`src/include/ipvb_pkg.sv`:
```
package ipvb_pkg;

	// ----------------------------------------
	// bus and register indices
	// ----------------------------------------
	localparam int DATA_W = 32;
	localparam int REG_W = 16;
	localparam int IDX_W = 6;
	localparam logic [IDX_W-1:0] IDX_PRIO_TIMERS = 6'h05;
	localparam logic [IDX_W-1:0] IDX_PRIO_PWM_ADC = 6'h06;
	localparam logic [IDX_W-1:0] IDX_VECTOR_BASE = 6'h07;
	localparam logic [IDX_W-1:0] IDX_FAST_IRQ0 = 6'h08;
	localparam logic [IDX_W-1:0] IDX_ARB_STATUS = 6'h10;
	localparam logic [1:0] RESP_OKAY = 2'h0;
	localparam logic [1:0] RESP_SLVERR = 2'h2;

	// ----------------------------------------
	// writable bit masks and reset values
	// ----------------------------------------
	localparam logic [REG_W-1:0] MASK_PRIO_TIMERS = 16'hFFFF;
	localparam logic [REG_W-1:0] MASK_PRIO_PWM_ADC = 16'h0FFF;
	localparam logic [REG_W-1:0] MASK_VECTOR_BASE = 16'h3FFF;
	localparam logic [REG_W-1:0] MASK_FAST_IRQ0 = 16'h003F;
	localparam logic [REG_W-1:0] PRIO_RESET = 16'h0000;
	localparam logic [REG_W-1:0] FAST_RESET = 16'h0000;
	localparam logic [REG_W-1:0] VBASE_RESET_LOW = 16'h0000;
	localparam logic [REG_W-1:0] VBASE_RESET_HIGH = 16'h0080;

	// ----------------------------------------
	// vector address composition
	// ----------------------------------------
	localparam int VBASE_W = 14;
	localparam int VLOW_W = 7;
	localparam int VADDR_W = VBASE_W + VLOW_W;
	localparam int VEC_W = 6;

	// ----------------------------------------
	// sources: register select, field lsb, vector number
	// ----------------------------------------
	localparam int NUM_SRC = 14;
	// 0 selects the timers register, 1 the pwm/adc register
	localparam bit SRC_REG [NUM_SRC] = '{0, 0, 0, 0, 0, 0, 0, 0, 1, 1, 1, 1, 1, 1};
	// timer b ch0..3, comparator a, b, interval timer 0, 1, then
	// interval timer 2, adc a done, adc b done, adc zero cross, pwm reload, pwm fault
	localparam int SRC_LSB [NUM_SRC] = '{0, 2, 4, 6, 8, 10, 12, 14, 0, 2, 4, 6, 8, 10};
	// vector numbers, ascending with index
	localparam logic [VEC_W-1:0] SRC_VEC [NUM_SRC] = '{6'h28, 6'h29, 6'h2A, 6'h2B,
		6'h2C, 6'h2D, 6'h2E, 6'h2F, 6'h30, 6'h31, 6'h32, 6'h33, 6'h34, 6'h35};

	// ----------------------------------------
	// types
	// ----------------------------------------
	typedef enum logic [1:0] {
		IPVB_WS_IDLE = 2'b00,
		IPVB_WS_ADDR = 2'b01,
		IPVB_WS_DATA = 2'b10,
		IPVB_WS_RESP = 2'b11
	} ipvb_wr_state_t;

	// field code 00 masks, 01..11 give levels 0..2
	localparam logic [1:0] FIELD_MASKED = 2'h0;

	// enable bit and level of one priority field
	function automatic logic [2:0] decode_field(input logic [1:0] field);
		logic [2:0] res;
		res = 3'h0;
		if (field != FIELD_MASKED)
			res = {1'b1, field - 2'h1};
		return res;
	endfunction : decode_field

endpackage : ipvb_pkg

```
`src/include/ipvb_arb_if.sv`:
```
`timescale 1ns/1ps
`default_nettype none

// carries priority state to the arbiter and the winner back
interface ipvb_arb_if;
	logic [ipvb_pkg::NUM_SRC-1:0][1:0] prio_field;
	logic [ipvb_pkg::NUM_SRC-1:0] src_req;
	logic [ipvb_pkg::VEC_W-1:0] fast0_vec;
	logic win_valid;
	logic [1:0] win_level;
	logic [ipvb_pkg::VEC_W-1:0] win_vec;
	logic win_fast;

	modport arb (input prio_field, input src_req, input fast0_vec,
		output win_valid, output win_level, output win_vec, output win_fast);
	modport ctl (output prio_field, output src_req, output fast0_vec,
		input win_valid, input win_level, input win_vec, input win_fast);
endinterface : ipvb_arb_if

`default_nettype wire

```
`src/design/ipvb_arbiter.sv`:
```
`timescale 1ns/1ps
`default_nettype none

module ipvb_arbiter
(
	ipvb_arb_if.arb bus
);

	// ----------------------------------------
	// elaboration checks
	// ----------------------------------------
	for (genvar g = 1; g < ipvb_pkg::NUM_SRC; g++)
	begin : g_chk
		if (ipvb_pkg::SRC_VEC[g] <= ipvb_pkg::SRC_VEC[g-1])
			$error("source vector numbers must ascend with index");
	end

	// ----------------------------------------
	// selection
	// ----------------------------------------
	logic [2:0] dec;
	logic hit_valid;
	logic [1:0] hit_level;
	logic [ipvb_pkg::VEC_W-1:0] hit_vec;
	logic fast_hit;

	// highest level wins, lowest vector within a level
	always_comb
	begin
		dec = 3'h0;
		hit_valid = 1'b0;
		hit_level = 2'h0;
		hit_vec = '0;
		fast_hit = 1'b0;
		// descending scan so the lowest index wins a tie
		for (int i = ipvb_pkg::NUM_SRC - 1; i >= 0; i--)
		begin
			dec = ipvb_pkg::decode_field(bus.prio_field[i]);
			if (bus.src_req[i] && dec[2] && (!hit_valid || dec[1:0] >= hit_level))
			begin
				hit_valid = 1'b1;
				hit_level = dec[1:0];
				hit_vec = ipvb_pkg::SRC_VEC[i];
			end
		end
		// fast source outranks every other level-2 request
		for (int i = 0; i < ipvb_pkg::NUM_SRC; i++)
		begin
			dec = ipvb_pkg::decode_field(bus.prio_field[i]);
			if (bus.src_req[i] && dec[2] && dec[1:0] == 2'h2
				&& ipvb_pkg::SRC_VEC[i] == bus.fast0_vec)
			begin
				fast_hit = 1'b1;
				hit_vec = ipvb_pkg::SRC_VEC[i];
				hit_level = dec[1:0];
				hit_valid = 1'b1;
			end
		end
	end

	assign bus.win_valid = hit_valid;
	assign bus.win_level = hit_level;
	assign bus.win_vec = hit_vec;
	assign bus.win_fast = fast_hit;

endmodule : ipvb_arbiter

`default_nettype wire

```
`src/design/ipvb_top.sv`:
```
// The implementer's own choice: register access over AXI4-Lite.
`timescale 1ns/1ps
`default_nettype none

// Operation
// - field 00 masks the source; 01, 10, 11 give levels 0, 1, 2.
// - all priority fields reset to zero, so every source starts masked.
// - timers register: pit1, pit0, comparator b, a, timer b ch3..ch0 from top.
// - pwm/adc register: pwm fault, reload, adc zero cross, adc b, adc a, pit2.
// - reserved bits of pwm/adc and vector base registers read zero.
// - vector base field supplies the upper 14 bits of the vector address.
// - low 7 address bits come from the winning source, placed beneath the base.
// - vector base reset value is a build parameter, 0x0000 or 0x0080.
// - fast irq0 match holds a vector number in bits 5-0; upper bits read zero.
// - a matched level-2 source is the top level-2 interrupt.
module ipvb_top
#(
	parameter int ADDR_W = 8,
	parameter logic [15:0] VBASE_RESET = ipvb_pkg::VBASE_RESET_LOW
)
(
	input wire logic aclk,
	input wire logic aresetn,
	input wire logic [ADDR_W-1:0] s_axi_awaddr,
	input wire logic [2:0] s_axi_awprot,
	input wire logic s_axi_awvalid,
	output logic s_axi_awready,
	input wire logic [31:0] s_axi_wdata,
	input wire logic [3:0] s_axi_wstrb,
	input wire logic s_axi_wvalid,
	output logic s_axi_wready,
	output logic [1:0] s_axi_bresp,
	output logic s_axi_bvalid,
	input wire logic s_axi_bready,
	input wire logic [ADDR_W-1:0] s_axi_araddr,
	input wire logic [2:0] s_axi_arprot,
	input wire logic s_axi_arvalid,
	output logic s_axi_arready,
	output logic [31:0] s_axi_rdata,
	output logic [1:0] s_axi_rresp,
	output logic s_axi_rvalid,
	input wire logic s_axi_rready,
	input wire logic [ipvb_pkg::NUM_SRC-1:0] irq_src_req,
	output logic [ipvb_pkg::VADDR_W-1:0] vector_address_out,
	output logic irq_request_out,
	output logic [1:0] irq_level_out,
	output logic fast_irq0_active_out
);

	// ----------------------------------------
	// elaboration checks
	// ----------------------------------------
	if (ADDR_W < ipvb_pkg::IDX_W + 2 || ADDR_W > 32)
		$error("address width must hold every register index");
	if ((VBASE_RESET != ipvb_pkg::VBASE_RESET_LOW) && (VBASE_RESET != ipvb_pkg::VBASE_RESET_HIGH))
		$error("vector base reset must be one of the two build variants");

	// ----------------------------------------
	// local functions
	// ----------------------------------------

	// merge a bus write into a 16-bit register under strobes and mask
	function automatic logic [15:0] merge_write(
		input logic [15:0] old_val,
		input logic [31:0] data,
		input logic [3:0] strb,
		input logic [15:0] mask
	);
		logic [15:0] res;
		res = old_val;
		if (strb[0])
			res[7:0] = data[7:0];
		if (strb[1])
			res[15:8] = data[15:8];
		return res & mask;
	endfunction : merge_write

	// register index of a byte address
	function automatic logic [ipvb_pkg::IDX_W-1:0] reg_index(input logic [ADDR_W-1:0] addr);
		return addr[ipvb_pkg::IDX_W+1:2];
	endfunction : reg_index

	// true when upper address bits are clear
	function automatic logic upper_clear(input logic [ADDR_W-1:0] addr);
		logic [ADDR_W-1:0] hi;
		hi = addr >> (ipvb_pkg::IDX_W + 2);
		return hi == '0;
	endfunction : upper_clear

	// true for an index that a write may target
	function automatic logic is_writable(input logic [ipvb_pkg::IDX_W-1:0] idx);
		return (idx == ipvb_pkg::IDX_PRIO_TIMERS) || (idx == ipvb_pkg::IDX_PRIO_PWM_ADC)
			|| (idx == ipvb_pkg::IDX_VECTOR_BASE) || (idx == ipvb_pkg::IDX_FAST_IRQ0);
	endfunction : is_writable

	// ----------------------------------------
	// registers and state
	// ----------------------------------------
	logic [15:0] priority_reg_timers_comparators_reg;
	logic [15:0] priority_reg_pwm_adc_reg;
	logic [15:0] vector_base_reg;
	logic [15:0] fast_irq0_match_reg;
	ipvb_pkg::ipvb_wr_state_t wr_state_reg;
	ipvb_pkg::ipvb_wr_state_t wr_state_next;
	logic [ADDR_W-1:0] waddr_reg;
	logic [31:0] wdata_reg;
	logic [3:0] wstrb_reg;
	logic [1:0] bresp_reg;
	logic rvalid_reg;
	logic [31:0] rdata_reg;
	logic [1:0] rresp_reg;
	logic [ipvb_pkg::VADDR_W-1:0] vaddr_reg;
	logic irq_req_reg;
	logic [1:0] irq_level_reg;
	logic fast_reg;

	logic aw_fire;
	logic w_fire;
	logic ar_fire;
	logic commit;
	logic [ADDR_W-1:0] eff_addr;
	logic [31:0] eff_data;
	logic [3:0] eff_strb;
	logic [ipvb_pkg::IDX_W-1:0] eff_idx;
	logic eff_ok;
	logic [ipvb_pkg::IDX_W-1:0] rd_idx;
	logic [31:0] rd_val;
	logic rd_ok;

	ipvb_arb_if arb_bus ();

	// ----------------------------------------
	// write channel handshakes
	// ----------------------------------------

	// address and data taken in either order, then one response
	assign s_axi_awready = (wr_state_reg == ipvb_pkg::IPVB_WS_IDLE)
		|| (wr_state_reg == ipvb_pkg::IPVB_WS_DATA);
	assign s_axi_wready = (wr_state_reg == ipvb_pkg::IPVB_WS_IDLE)
		|| (wr_state_reg == ipvb_pkg::IPVB_WS_ADDR);
	assign s_axi_bvalid = (wr_state_reg == ipvb_pkg::IPVB_WS_RESP);
	assign s_axi_bresp = bresp_reg;
	assign aw_fire = s_axi_awvalid && s_axi_awready;
	assign w_fire = s_axi_wvalid && s_axi_wready;

	// write happens in the cycle the second half arrives
	assign commit = (wr_state_reg == ipvb_pkg::IPVB_WS_IDLE && aw_fire && w_fire)
		|| (wr_state_reg == ipvb_pkg::IPVB_WS_ADDR && w_fire)
		|| (wr_state_reg == ipvb_pkg::IPVB_WS_DATA && aw_fire);
	assign eff_addr = aw_fire ? s_axi_awaddr : waddr_reg;
	assign eff_data = w_fire ? s_axi_wdata : wdata_reg;
	assign eff_strb = w_fire ? s_axi_wstrb : wstrb_reg;
	assign eff_idx = reg_index(eff_addr);
	assign eff_ok = upper_clear(eff_addr) && is_writable(eff_idx);

	// next write state
	always_comb
	begin
		wr_state_next = wr_state_reg;
		unique case (wr_state_reg)
			ipvb_pkg::IPVB_WS_IDLE:
			begin
				if (commit)
					wr_state_next = ipvb_pkg::IPVB_WS_RESP;
				else if (aw_fire)
					wr_state_next = ipvb_pkg::IPVB_WS_ADDR;
				else if (w_fire)
					wr_state_next = ipvb_pkg::IPVB_WS_DATA;
			end
			ipvb_pkg::IPVB_WS_ADDR, ipvb_pkg::IPVB_WS_DATA:
			begin
				if (commit)
					wr_state_next = ipvb_pkg::IPVB_WS_RESP;
			end
			ipvb_pkg::IPVB_WS_RESP:
			begin
				if (s_axi_bready)
					wr_state_next = ipvb_pkg::IPVB_WS_IDLE;
			end
		endcase
	end

	// write state register
	always_ff @(posedge aclk)
	begin
		if (!aresetn)
			wr_state_reg <= ipvb_pkg::IPVB_WS_IDLE;
		else
			wr_state_reg <= wr_state_next;
	end

	// hold whichever half came first
	always_ff @(posedge aclk)
	begin
		if (!aresetn)
		begin
			waddr_reg <= '0;
			wdata_reg <= 32'h00000000;
			wstrb_reg <= 4'h0;
		end
		else
		begin
			if (aw_fire)
				waddr_reg <= s_axi_awaddr;
			if (w_fire)
			begin
				wdata_reg <= s_axi_wdata;
				wstrb_reg <= s_axi_wstrb;
			end
		end
	end

	// write response code
	always_ff @(posedge aclk)
	begin
		if (!aresetn)
			bresp_reg <= ipvb_pkg::RESP_OKAY;
		else if (commit)
			bresp_reg <= eff_ok ? ipvb_pkg::RESP_OKAY : ipvb_pkg::RESP_SLVERR;
	end

	// ----------------------------------------
	// configuration registers
	// ----------------------------------------

	// priority fields, all masked after reset
	always_ff @(posedge aclk)
	begin
		if (!aresetn)
		begin
			priority_reg_timers_comparators_reg <= ipvb_pkg::PRIO_RESET;
			priority_reg_pwm_adc_reg <= ipvb_pkg::PRIO_RESET;
		end
		else if (commit && eff_ok)
		begin
			if (eff_idx == ipvb_pkg::IDX_PRIO_TIMERS)
				priority_reg_timers_comparators_reg <= merge_write(
					priority_reg_timers_comparators_reg, eff_data, eff_strb,
					ipvb_pkg::MASK_PRIO_TIMERS);
			if (eff_idx == ipvb_pkg::IDX_PRIO_PWM_ADC)
				priority_reg_pwm_adc_reg <= merge_write(priority_reg_pwm_adc_reg,
					eff_data, eff_strb, ipvb_pkg::MASK_PRIO_PWM_ADC);
		end
	end

	// vector base, reset value chosen per build
	always_ff @(posedge aclk)
	begin
		if (!aresetn)
			vector_base_reg <= VBASE_RESET & ipvb_pkg::MASK_VECTOR_BASE;
		else if (commit && eff_ok && eff_idx == ipvb_pkg::IDX_VECTOR_BASE)
			vector_base_reg <= merge_write(vector_base_reg, eff_data, eff_strb,
				ipvb_pkg::MASK_VECTOR_BASE);
	end

	// fast irq0 source match
	always_ff @(posedge aclk)
	begin
		if (!aresetn)
			fast_irq0_match_reg <= ipvb_pkg::FAST_RESET;
		else if (commit && eff_ok && eff_idx == ipvb_pkg::IDX_FAST_IRQ0)
			fast_irq0_match_reg <= merge_write(fast_irq0_match_reg, eff_data, eff_strb,
				ipvb_pkg::MASK_FAST_IRQ0);
	end

	// ----------------------------------------
	// read channel
	// ----------------------------------------
	assign s_axi_arready = !rvalid_reg;
	assign ar_fire = s_axi_arvalid && s_axi_arready;
	assign rd_idx = reg_index(s_axi_araddr);

	// read mux, reserved bits zero
	always_comb
	begin
		rd_val = 32'h00000000;
		rd_ok = upper_clear(s_axi_araddr);
		unique case (rd_idx)
			ipvb_pkg::IDX_PRIO_TIMERS:
				rd_val[15:0] = priority_reg_timers_comparators_reg;
			ipvb_pkg::IDX_PRIO_PWM_ADC:
				rd_val[15:0] = priority_reg_pwm_adc_reg & ipvb_pkg::MASK_PRIO_PWM_ADC;
			ipvb_pkg::IDX_VECTOR_BASE:
				rd_val[15:0] = vector_base_reg & ipvb_pkg::MASK_VECTOR_BASE;
			ipvb_pkg::IDX_FAST_IRQ0:
				rd_val[15:0] = fast_irq0_match_reg & ipvb_pkg::MASK_FAST_IRQ0;
			ipvb_pkg::IDX_ARB_STATUS:
				rd_val[15:0] = {6'h00, fast_reg, irq_req_reg, irq_level_reg,
					vaddr_reg[ipvb_pkg::VLOW_W-1:1]};
			default:
				rd_ok = 1'b0;
		endcase
	end

	// read data holds until taken
	always_ff @(posedge aclk)
	begin
		if (!aresetn)
		begin
			rvalid_reg <= 1'b0;
			rdata_reg <= 32'h00000000;
			rresp_reg <= ipvb_pkg::RESP_OKAY;
		end
		else if (ar_fire)
		begin
			rvalid_reg <= 1'b1;
			rdata_reg <= rd_ok ? rd_val : 32'h00000000;
			rresp_reg <= rd_ok ? ipvb_pkg::RESP_OKAY : ipvb_pkg::RESP_SLVERR;
		end
		else if (s_axi_rready)
			rvalid_reg <= 1'b0;
	end

	assign s_axi_rvalid = rvalid_reg;
	assign s_axi_rdata = rdata_reg;
	assign s_axi_rresp = rresp_reg;

	// ----------------------------------------
	// arbitration
	// ----------------------------------------

	// route each source's field out of its register
	for (genvar s = 0; s < ipvb_pkg::NUM_SRC; s++)
	begin : g_field
		if (ipvb_pkg::SRC_REG[s])
		begin : g_pwm
			assign arb_bus.prio_field[s] =
				priority_reg_pwm_adc_reg[ipvb_pkg::SRC_LSB[s] +: 2];
		end
		else
		begin : g_tmr
			assign arb_bus.prio_field[s] =
				priority_reg_timers_comparators_reg[ipvb_pkg::SRC_LSB[s] +: 2];
		end
	end

	assign arb_bus.src_req = irq_src_req;
	assign arb_bus.fast0_vec = fast_irq0_match_reg[ipvb_pkg::VEC_W-1:0];

	ipvb_arbiter u_arbiter
	(
		.bus(arb_bus.arb)
	);

	// ----------------------------------------
	// vector address to the core
	// ----------------------------------------

	// base on top, winner's table slot beneath
	always_ff @(posedge aclk)
	begin
		if (!aresetn)
		begin
			vaddr_reg <= '0;
			irq_req_reg <= 1'b0;
			irq_level_reg <= 2'h0;
			fast_reg <= 1'b0;
		end
		else
		begin
			vaddr_reg <= {vector_base_reg[ipvb_pkg::VBASE_W-1:0],
				arb_bus.win_vec, 1'b0};
			irq_req_reg <= arb_bus.win_valid;
			irq_level_reg <= arb_bus.win_level;
			fast_reg <= arb_bus.win_fast;
		end
	end

	assign vector_address_out = vaddr_reg;
	assign irq_request_out = irq_req_reg;
	assign irq_level_out = irq_level_reg;
	assign fast_irq0_active_out = fast_reg;

endmodule : ipvb_top

`default_nettype wire

```
`config.mk`:
```
export PLATFORM = sky130hd
export DESIGN_NAME = ipvb_top
export DESIGN_NICKNAME = d
export VERILOG_FILES = /design/src/include/ipvb_pkg.sv /design/src/include/ipvb_arb_if.sv /design/src/design/ipvb_arbiter.sv /design/src/design/ipvb_top.sv
export SDC_FILE = /design/constraint.sdc
export NUM_CORES = 1
export LEC_CHECK = 0
export BUFFER_PORTS_ARGS = -buffer_cell sky130_fd_sc_hd__buf_2
export CAP_MARGIN = 5
export CORE_ASPECT_RATIO = 1.2
export CORE_MARGIN = 2
export CORE_UTILIZATION = 60
export CTS_BUF_LIST = sky130_fd_sc_hd__clkbuf_16
export CTS_CLUSTER_DIAMETER = 120
export DETAILED_ROUTE_END_ITERATION = 8
export PLACE_DENSITY = 0.87
export SETUP_SLACK_MARGIN = 0.05
export SLEW_MARGIN = 20
export SYNTH_ARGS = -nofsm -noshare
export SYNTH_HDL_FRONTEND = slang
export SYNTH_SLANG_ARGS = --single-unit
```
`constraint.sdc`:
```
create_clock -name aclk -period 26.8 [get_ports aclk]
set_clock_uncertainty 0.2 [all_clocks]
set_input_delay 2.68 -clock aclk [delete_from_list [all_inputs] [get_ports aclk]]
set_output_delay 2.68 -clock aclk [all_outputs]
set_load 0.05 [all_outputs]
```
Word-level counts from Yosys, hierarchy flattened
Index checks and enable logic that the tools add are counted.
W data, S select, Z words.
{"block": "totals", "register_bits": 138, "inputBits": 79, "out_inout_bits": 66}
{"block": "classes", "add_sub_neg": 14, "order_cmp": 13, "eq_ne": 43, "muxes": 128, "bitwise_logic": 1, "reduce_logical": 127}
{"cell": "$mux W6", "n": 28}
{"cell": "$eq A6 B6 Y1 const A", "n": 14}
{"cell": "$pmux W16 S5", "n": 1}
{"cell": "$mux W2", "n": 36}
{"cell": "$logic_and A1 B1 Y1", "n": 65}
{"cell": "$mux W1", "n": 45}
{"cell": "$mux W3", "n": 14}
{"cell": "$eq A6 B3 Y1 const B", "n": 6}
{"cell": "$eq A2 B2 Y1 const B", "n": 16}
{"cell": "$mux W16", "n": 2}
{"cell": "$reduce_bool A2 Y1", "n": 15}
{"cell": "$sub A2 B1 Y2 const B", "n": 14}
{"cell": "$ge A2 B2 Y1", "n": 13}
{"cell": "$logic_or A1 B1 Y1", "n": 20}
{"cell": "$reduce_and A3 Y1", "n": 5}
{"cell": "$logic_not A1 Y1", "n": 14}
{"cell": "$eq A6 B4 Y1 const B", "n": 2}
{"cell": "$mux W8", "n": 1}
{"cell": "$reduce_or A7 Y1", "n": 1}
{"cell": "$eq A6 B5 Y1 const B", "n": 1}
{"cell": "$pmux W2 S3", "n": 1}
{"cell": "$reduce_and A2 Y1", "n": 3}
{"cell": "$reduce_or A5 Y1", "n": 1}
{"cell": "$ne A4 B4 Y1 const B", "n": 1}
{"cell": "other kinds (7)", "n": 7}

Depth between registers and ports, before layout
Gate-level depths: netlist of the first run.
{"block": "logic_depth", "word_depth": 70, "mapped_depth": 88, "mapped_depth_nobuf": 88}

Modules after synthesis
Synthesis of the first run repeated with hierarchy kept, for this count alone.
{"block": "hier_totals", "hier_cells": 793, "area_unflattened_um2": 7030.5}
{"mod": "ipvb_top", "instances": 1, "cells_each": 492, "area_per_inst_um2": 4964.8, "seq_area_each_um2": 2342.2}
{"mod": "ipvb_arbiter", "instances": 1, "cells_each": 301, "area_per_inst_um2": 2065.7, "seq_area_each_um2": 0.0}

Worst setup path before layout of the first run
No wires, ideal clock.
{"block": "synth_timing", "path_kind": "input to register", "startpoint": "input irq_src_req[13] (netlist name)", "endpoint": "register vaddr_reg (netlist bit vector_address_out[1])", "arrival_ns": 17.830, "t_required_ns": 26.521, "path_slack_ns": 8.691, "path_stages": 87, "n_path_buf": 0, "path_cell_list": "nand2_1 nor2_1 ha_1 nand2b_1 a211o_1 a31o_1 and2_1 ha_1 nand2b_1 a221oi_2 nor3_1 a31oi_1 inv_1 ha_1 nand2b_1 a21oi_1 a221o_1 a21boi_0 [51 not listed] nor2_1 a31o_2 o21a_1 ha_1 nand2b_1 a21o_1 o21ba_1 nor3_1 a2bb2oi_1 o21ai_1 nor2_1 ha_1 nand2b_1 a21oi_1 a21oi_2 or4b_1 a211o_1 o211ai_1"}
{"block": "synth_between", "elab_chain_cells": 68}
{"element": "start, declared", "line_no": "ipvb_top.sv:43", "source": "input wire logic [ipvb_pkg::NUM_SRC-1:0] irq_src_req,"}
{"element": "$logic_and A1 B1 Y1 *", "line_no": "ipvb_arbiter.sv:39, ipvb_arbiter.sv:50"}
{"element": "$mux W2 / $mux W1 (equally long branches)", "line_no": "ipvb_arbiter.sv:39", "source": "if (bus.src_req[i] && dec[2] && (!hit_valid || dec[1:0] >= hit_level))"}
{"element": "$ge A2 B2 Y1 / $logic_not A1 Y1 (equally long branches)", "line_no": "ipvb_arbiter.sv:39"}
{"element": "$logic_or A1 B1 Y1", "line_no": "ipvb_arbiter.sv:39"}
{"element": "$logic_and A1 B1 Y1", "line_no": "ipvb_arbiter.sv:39"}
{"element": "$mux W2 / $mux W1 (equally long branches)", "line_no": "ipvb_arbiter.sv:39"}
{"element": "$ge A2 B2 Y1 / $logic_not A1 Y1 (equally long branches)", "line_no": "ipvb_arbiter.sv:39"}
{"element": "$logic_or A1 B1 Y1", "line_no": "ipvb_arbiter.sv:39"}
{"element": "[40 not listed]"}
{"element": "$logic_and A1 B1 Y1", "line_no": "ipvb_arbiter.sv:39"}
{"element": "$mux W2 / $mux W1 (equally long branches)", "line_no": "ipvb_arbiter.sv:39"}
{"element": "$ge A2 B2 Y1 / $logic_not A1 Y1 (equally long branches)", "line_no": "ipvb_arbiter.sv:39"}
{"element": "$logic_or A1 B1 Y1", "line_no": "ipvb_arbiter.sv:39"}
{"element": "$logic_and A1 B1 Y1", "line_no": "ipvb_arbiter.sv:39"}
{"element": "$mux W6", "line_no": "ipvb_arbiter.sv:39"}
{"element": "$mux W6 (13 in a row)", "line_no": "ipvb_arbiter.sv:50", "source": "if (bus.src_req[i] && dec[2] && dec[1:0] == 2'h2"}
{"element": "$mux W6 *", "line_no": "ipvb_arbiter.sv:50"}
{"element": "end signal, assigned", "line_no": "ipvb_top.sv:361", "source": "vaddr_reg <= {vector_base_reg[ipvb_pkg::VBASE_W-1:0],"}
{"element": "end, declared", "line_no": "ipvb_top.sv:112", "source": "logic [ipvb_pkg::VADDR_W-1:0] vaddr_reg;"}
Every way passes the cells marked *; elsewhere a longest branch is shown, timed or not.
A chain may end at the register's enable or synchronous reset.

Worst setup path in the final report of the first run
Same ends and word-level chain as after synthesis.

==> results.md, run 1 <==
- Status: finished clean
- Drt first-iter violations: ~550
- Top flip-flop cell by instance count after synthesis: dfxtp_1
- RSZ-0062 raised after global routing: no
- Layout filler cell count: 797
- Fraction of registers with async set/reset: 0
- Final std cell area, no fill: about 7800 sq um
- Mean post-synth cell area: ~8.6 sq um
- Via/cell ratio: about 6.2
- Antenna diodes: 0
- Power Total: 0.5077 mW
- GRT Overall Usage: 0.3130
- Total global routing overflow: 0
- Maximum number of pins on one net before global-route repair: 75
- Met2 wire length: a little under 9000 um
- Count of cells resized by post-cts repair: 0
- Width of the die: just over 100 um
- Detailed-route wire length: ~19000 um
- Port buffer count: 97
- Biggest area consumer among synthesized cells: dfxtp_1
- Number of enable flip-flop cells after synthesis: 0
- Area of the mapped netlist: 6744 sq um
- Final setup violation count: 0
- Leakage power: about 3.4 nW
- Final min period: between 20000 and 25000 ps
- Sequential element share of the synthesized area: 0.3473
- Slowest cell on the critical path: or4b_1
- Fin cells: a little over 1000
- Clk slew on worst S/H paths: roughly 60 ps
- Detail-routed net length per standard cell: 18.36 um
- VDD IR-drop max: around 0.057 mV
- Clock Path Buffers: 2
- Weighted congestion at the end of routability-driven global placement: about 0.96
- Number of iterations in the first detailed-routing pass: 6
- Synthesized flop and latch total: 117
- Core Rows: 42
- Number of antenna-violating nets in the routed design: 0
- Worst stage delay on the critical path: approximately 570 ps
- H-Tree Depth: 4
- Cell at the root of the clock tree: clkbuf_16
- Total CTS buffers: 17
- Post-route DRC violation count: 0
- Sort of element at the start of the critical path: input port
- Fin Setup TNS: 0 ps
- Maximum achievable frequency: between 40 and 50 MHz
- Setup repair bufs after CTS: 0
- Max layer used: met4
- Chip height: around 120 um
- Classification of the worst setup path: in2reg
- Combined flip-flop and latch cell area: 2342 sq um
- Path category of the worst min-delay check: reg2reg
- Num ports: ~150
- CTS sink count: 117
- Crit path max fanout: 8
- Clock tree from TritonCTS: yes
- Number of antenna violations at the first check in global routing: 0
- Arrival time reported for the critical path endpoint: between 20000 and 25000 ps
- Cells taking the most area after synthesis: dfxtp_1, mux2i_1, nor2_1
- Final Max Tran Viols: 0
- Crit end category: flop
- Routed met1 length: between 7000 and 8000 um
- Post-DP Area: about 7200 sq um
- Multi-input combinational cell area: 4140 sq um
- Max-cap viol count: 0
- Final period utilization: 0.7568
- Max FFs per register: 20
- Ratio of cells with drive above 1 in the final layout: 0.1987
- Met3 wire length: roughly 1500 um
- Starting utilization of the core area: 0.6140
- HPWL after detailed placement: ~13000 um
- Power density over cell area: ~65 nW/um^2
- Clock latency on the worst-skew pair: between 400 and 500 ps
- Cell count after placement: 991
- Relative max-transition margin: 0.3640
- Layout area overhead: 16.10%
- Die Outline Area: ~12000 sq um
- Core box area: roughly 11000 sq um
- Count of vias placed by the detailed router: between 6000 and 7000
- First-pass GRT wire length: about 30000 um
- Number of warnings issued by yosys: 0
- Count of distinct cell types in the synthesized netlist: 70
- Via count of the first global-routing pass: roughly 6000
- Worst Tran Pin Value: approximately 950 ps
- Yosys top cell area share: 0.3473
- Hold bufs inserted after CTS: 0
- Final hold violations: 0
- Crit path required time: about 27000 ps
- Net count of the finished layout: between 900 and 1000
- Post-synthesis instance total: between 700 and 800
-- stage by stage --
stage          hold WS, ps  setup WS [ps]    util
5_1_grt              285.6           5006  0.7129
3_5_place_dp         245.7           6436  0.6596
4_1_cts              253.9           6690  0.7125
2_1_floorplan        246.2           8691       -
6_report             254.7           6517  0.7129
3_3_place_gp         241.1           6537  0.6596
-- cell usage after synthesis, drive strengths merged (6+ instances only) --
cell type / instances
clkbuf: 24
ha: 31
mux2i: 61
a21o: 7
a221oi: 9
inv: 22
and2: 43
a31oi: 9
nor2b: 9
nand2: 46
a21oi: 55
buf: 22
nand3: 20
o21a: 11
dfxtp: 117
nand2b: 30
o21ai: 42
nor4: 6
mux2: 22
nor3: 16
or2: 6
nor2: 105
-- metal layers --
layer  GRT usage  vias to the layer above
met1      0.3728                     2922
li1            -                     2960
met3     0.06057                       84
met5           0                        -
met4      0.2012                        0
met2      0.5092                      354
-- critical path: cells and delay by family --
family                     cells  cell delay [ps]
AOI/OAI and AO/OA             40             9300
adders and majority gates     13             3510
buffers and inverters          5              690
muxes                          1              150
and+or+nand+nor               28             4080
-- kinds of logic (layout without fill, tap and decap cells) --
kind of cell / count (synthesis) / in the layout / synth area share
mux: 83 / 83 / 0.1278
buf+inv: 69 / 156 / 0.04954
fa+ha+maj: 31 / 31 / 0.05751
other cells: 1 / 19 / 0.0005561
simple gates: 302 / 302 / 0.2302
flops: 117 / 117 / 0.3473
compound gates: 183 / 183 / 0.1870
-- cell type report --
cell class / count / area share
multi-input cells: 618 / 0.5288
flip-flops and latches: 117 / 0.2991
repair buffers: 101 / 0.06584
clock buffers: 17 / 0.05433
well taps: 132 / 0.02109
clock inverters: 15 / 0.01981
inverters: 23 / 0.01103
-- worst paths after layout --
kind | start | end | slack (ps) | depth (start not counted)
hold / removal | s_axi_rdata[14] | s_axi_rdata[14] | 250 | 2
hold reg to reg | s_axi_rdata[14] | s_axi_rdata[14] | 250 | 2
setup / recovery | irq_src_req[13] | vector_address_out[1] | 6520 | 87
setup reg to reg | priority_reg_pwm_adc_reg[11] | vector_address_out[1] | 8440 | 85
-- cells in the final DEF, fill, tap and decap left out, types with 19 or more instances in the layout --
cell type / count
nor2_1: 105
and2_1: 42
nand2b_1: 30
mux2_2: 21
inv_1: 21
conb_1: 19
nand3_1: 20
a21oi_1: 53
nand2_1: 46
ha_1: 31
o21ai_0: 31
buf_2: 97
mux2i_1: 61
dfxtp_1: 117
-- power by group --
| part | internal (mW) | total [mW] | switching, mW |
|---|---|---|---|
| sequential | 0.184 | 0.188 | 0.00436 |
| combinational | 0.0324 | 0.0980 | 0.0656 |
| clock | 0.131 | 0.222 | 0.0906 |
| total | 0.347 | 0.508 | 0.161 |
No activity file was read; power rests on OpenSTA's default activity.
==> run 2: changes to the inputs <==
--- a/config.mk
+++ b/config.mk
@@ -9,11 +9,11 @@
 export CAP_MARGIN = 5
 export CORE_ASPECT_RATIO = 1.2
 export CORE_MARGIN = 2
-export CORE_UTILIZATION = 60
+export CORE_UTILIZATION = 50
 export CTS_BUF_LIST = sky130_fd_sc_hd__clkbuf_16
 export CTS_CLUSTER_DIAMETER = 120
 export DETAILED_ROUTE_END_ITERATION = 8
-export PLACE_DENSITY = 0.87
+export PLACE_DENSITY = 0.77
 export SETUP_SLACK_MARGIN = 0.05
 export SLEW_MARGIN = 20
 export SYNTH_ARGS = -nofsm -noshare
==> constraint.sdc (replaced) <==
create_clock -name aclk -period 17.8 [get_ports aclk]
set_clock_uncertainty 0.2 [all_clocks]
set_input_delay 1.78 -clock aclk [delete_from_list [all_inputs] [get_ports aclk]]
set_output_delay 1.78 -clock aclk [all_outputs]
set_load 0.05 [all_outputs]
==> run 2 against run 1 <==
Clock-buffer cell count stayed put. Register-to-register slack got worse by 6500 ps. Hold slack improved by 12 ps. Utilization down 8.4 points. Non-clock buffer count increased by 39. Total power is 56% higher. Clock power increased by 61%. Critical path type unchanged.
==> results.md, run 2 (synthesized netlist as in run 1, its figures left out) <==
- Status: finished clean
- First-pass GRT wire length: 29620 um
- VDD IR-drop max: between 0.07 and 0.08 mV
- Top library cells by usage in the layout, fill and taps aside: dfxtp_1, nor2_1, buf_2
- Starting utilization of the core area: 0.5117
- Slowest cell on the critical path: or4b_1
- Final period utilization: 0.9460
- Die Outline Area: between 10000 and 15000 sq um
- Number of antenna violations at the first check in global routing: 0
- Core Rows: between 40 and 50
- Crit end category: flop
- CTS sink count: about 120
- Sort of element at the start of the critical path: input port
- Clk slew on worst S/H paths: around 60 ps
- Clock tree from TritonCTS: yes
- Max FFs per register: 20
- Worst setup slack before clock tree synthesis: -8.660 ps
- Power density over cell area: 95.30 nW/um^2
- Via/cell ratio: ~5.9
- Post-route DRC violation count: 0
- Width of the die: 110.0 um
- Number of iterations in the first detailed-routing pass: 5
- Max-cap viol count: 0
- Leakage power: 3.690 nW
- Num ports: 145
- Clock latency on the worst-skew pair: about 420 ps
- Arrival time reported for the critical path endpoint: 16970 ps
- Crit path required time: about 18000 ps
- Via count of the first global-routing pass: roughly 6000
- Chip height: ~130 um
- Final min period: approximately 17000 ps
- Detailed-route wire length: around 19000 um
- Worst Tran Pin Value: a little over 1000 ps
- Final setup violation count: 0
- Total CTS buffers: 17
- GRT Overall Usage: 0.2625
- Relative max-transition margin: 0.3178
- Crit path max fanout: 8
- Hold bufs inserted after CTS: 0
- Maximum achievable frequency: between 50 and 60 MHz
- Layout area overhead: 22.91%
- Cell at the root of the clock tree: clkbuf_16
- Power Total: 0.7900 mW
- Clock Path Buffers: 2
- Leading cell type in the layout, fill and taps excluded: dfxtp_1
- Drt first-iter violations: ~450
- H-Tree Depth: 4
- Final hold violations: 0
- Fin cells: between 1000 and 1500
- Setup slack of the critical path after layout: approximately 960 ps
- Maximum number of pins on one net before global-route repair: between 70 and 80
- Core box area: around 13000 sq um
- Total global routing overflow: 0
- Final Max Tran Viols: 0
- Path category of the worst min-delay check: reg2reg
- HPWL after detailed placement: between 10000 and 15000 um
- Classification of the worst setup path: in2reg
- Weighted congestion at the end of routability-driven global placement: about 0.94
- Number of antenna-violating nets in the routed design: 0
- Final std cell area, no fill: 8289 sq um
- Post-DP Area: approximately 7500 sq um
- Worst stage delay on the critical path: around 550 ps
- Count of vias placed by the detailed router: between 6000 and 7000
- Ratio of cells with drive above 1 in the final layout: 0.2495
- Antenna diodes: 0
- Net count of the finished layout: 1027
- Cell count after placement: roughly 1100
- Critical Path Most Common Cell: ha_1
- Detail-routed net length per standard cell: about 17 um
- Port buffer count: just under 100
[run 2: metal layers]
| layer | routed length [um] | global-route usage |
|---|---|---|
| met1 | 7710 | 0.3189 |
| met2 | 9546 | 0.4387 |
| met3 | 1058 | 0.05308 |
| met4 | 763 | 0.1167 |
| met5 | 0 | 0 |
[run 2: area by class of cell]
| class | instances | area (sq um) |
|---|---|---|
| inverters | 23 | 86.33 |
| flip-flops and latches | 117 | 2342 |
| clock inverters | 15 | 192.7 |
| fillers | 1131 | 4891 |
| repair buffers | 140 | 808.3 |
| clock buffers | 17 | 425.4 |
| multi-input cells | 618 | 4224 |
| well taps | 168 | 210.2 |
[run 2: worst max-delay path, delay by kind of cell]
family,cells,cell delay [ps]
simple gates,25,3440
mux,1,200
compound gates,39,7240
fa+ha+maj,13,3440
buf+inv,7,910
[run 2: worst paths after layout]
| kind | from | to | slack, ps | cells after the start |
|---|---|---|---|---|
| worst max-delay path | irq_src_req[13] | vector_address_out[1] | 960 | 85 |
| worst min-delay path | waddr_reg[7] | waddr_reg[7] | 270 | 2 |
| worst max register to register | priority_reg_pwm_adc_reg[9] | vector_address_out[1] | 1920 | 83 |
| worst min register to register | waddr_reg[7] | waddr_reg[7] | 270 | 2 |
[run 2: where the power goes]
group	internal [mW]	switching, mW	total [mW]
registers	0.276	0.00655	0.283
logic	0.0503	0.0994	0.150
clock network	0.224	0.134	0.357
[run 2: what timing repair did]
item,CTS,global route
endpoints found under the setup margin,0,7
resized for setup,0,20
setup buffers,0,12
hold endpoints to repair,0,0
[run 2: stage by stage]
step	TNS, ps	hold WS (ps)	util
2_1_floorplan	0	246.2	-
3_3_place_gp	0	238.0	0.5684
3_5_place_dp	-8.660	243.0	0.5684
4_1_cts	0	269.9	0.6153
5_1_grt	-62.12	289.9	0.6289
6_report	0	266.4	0.6289
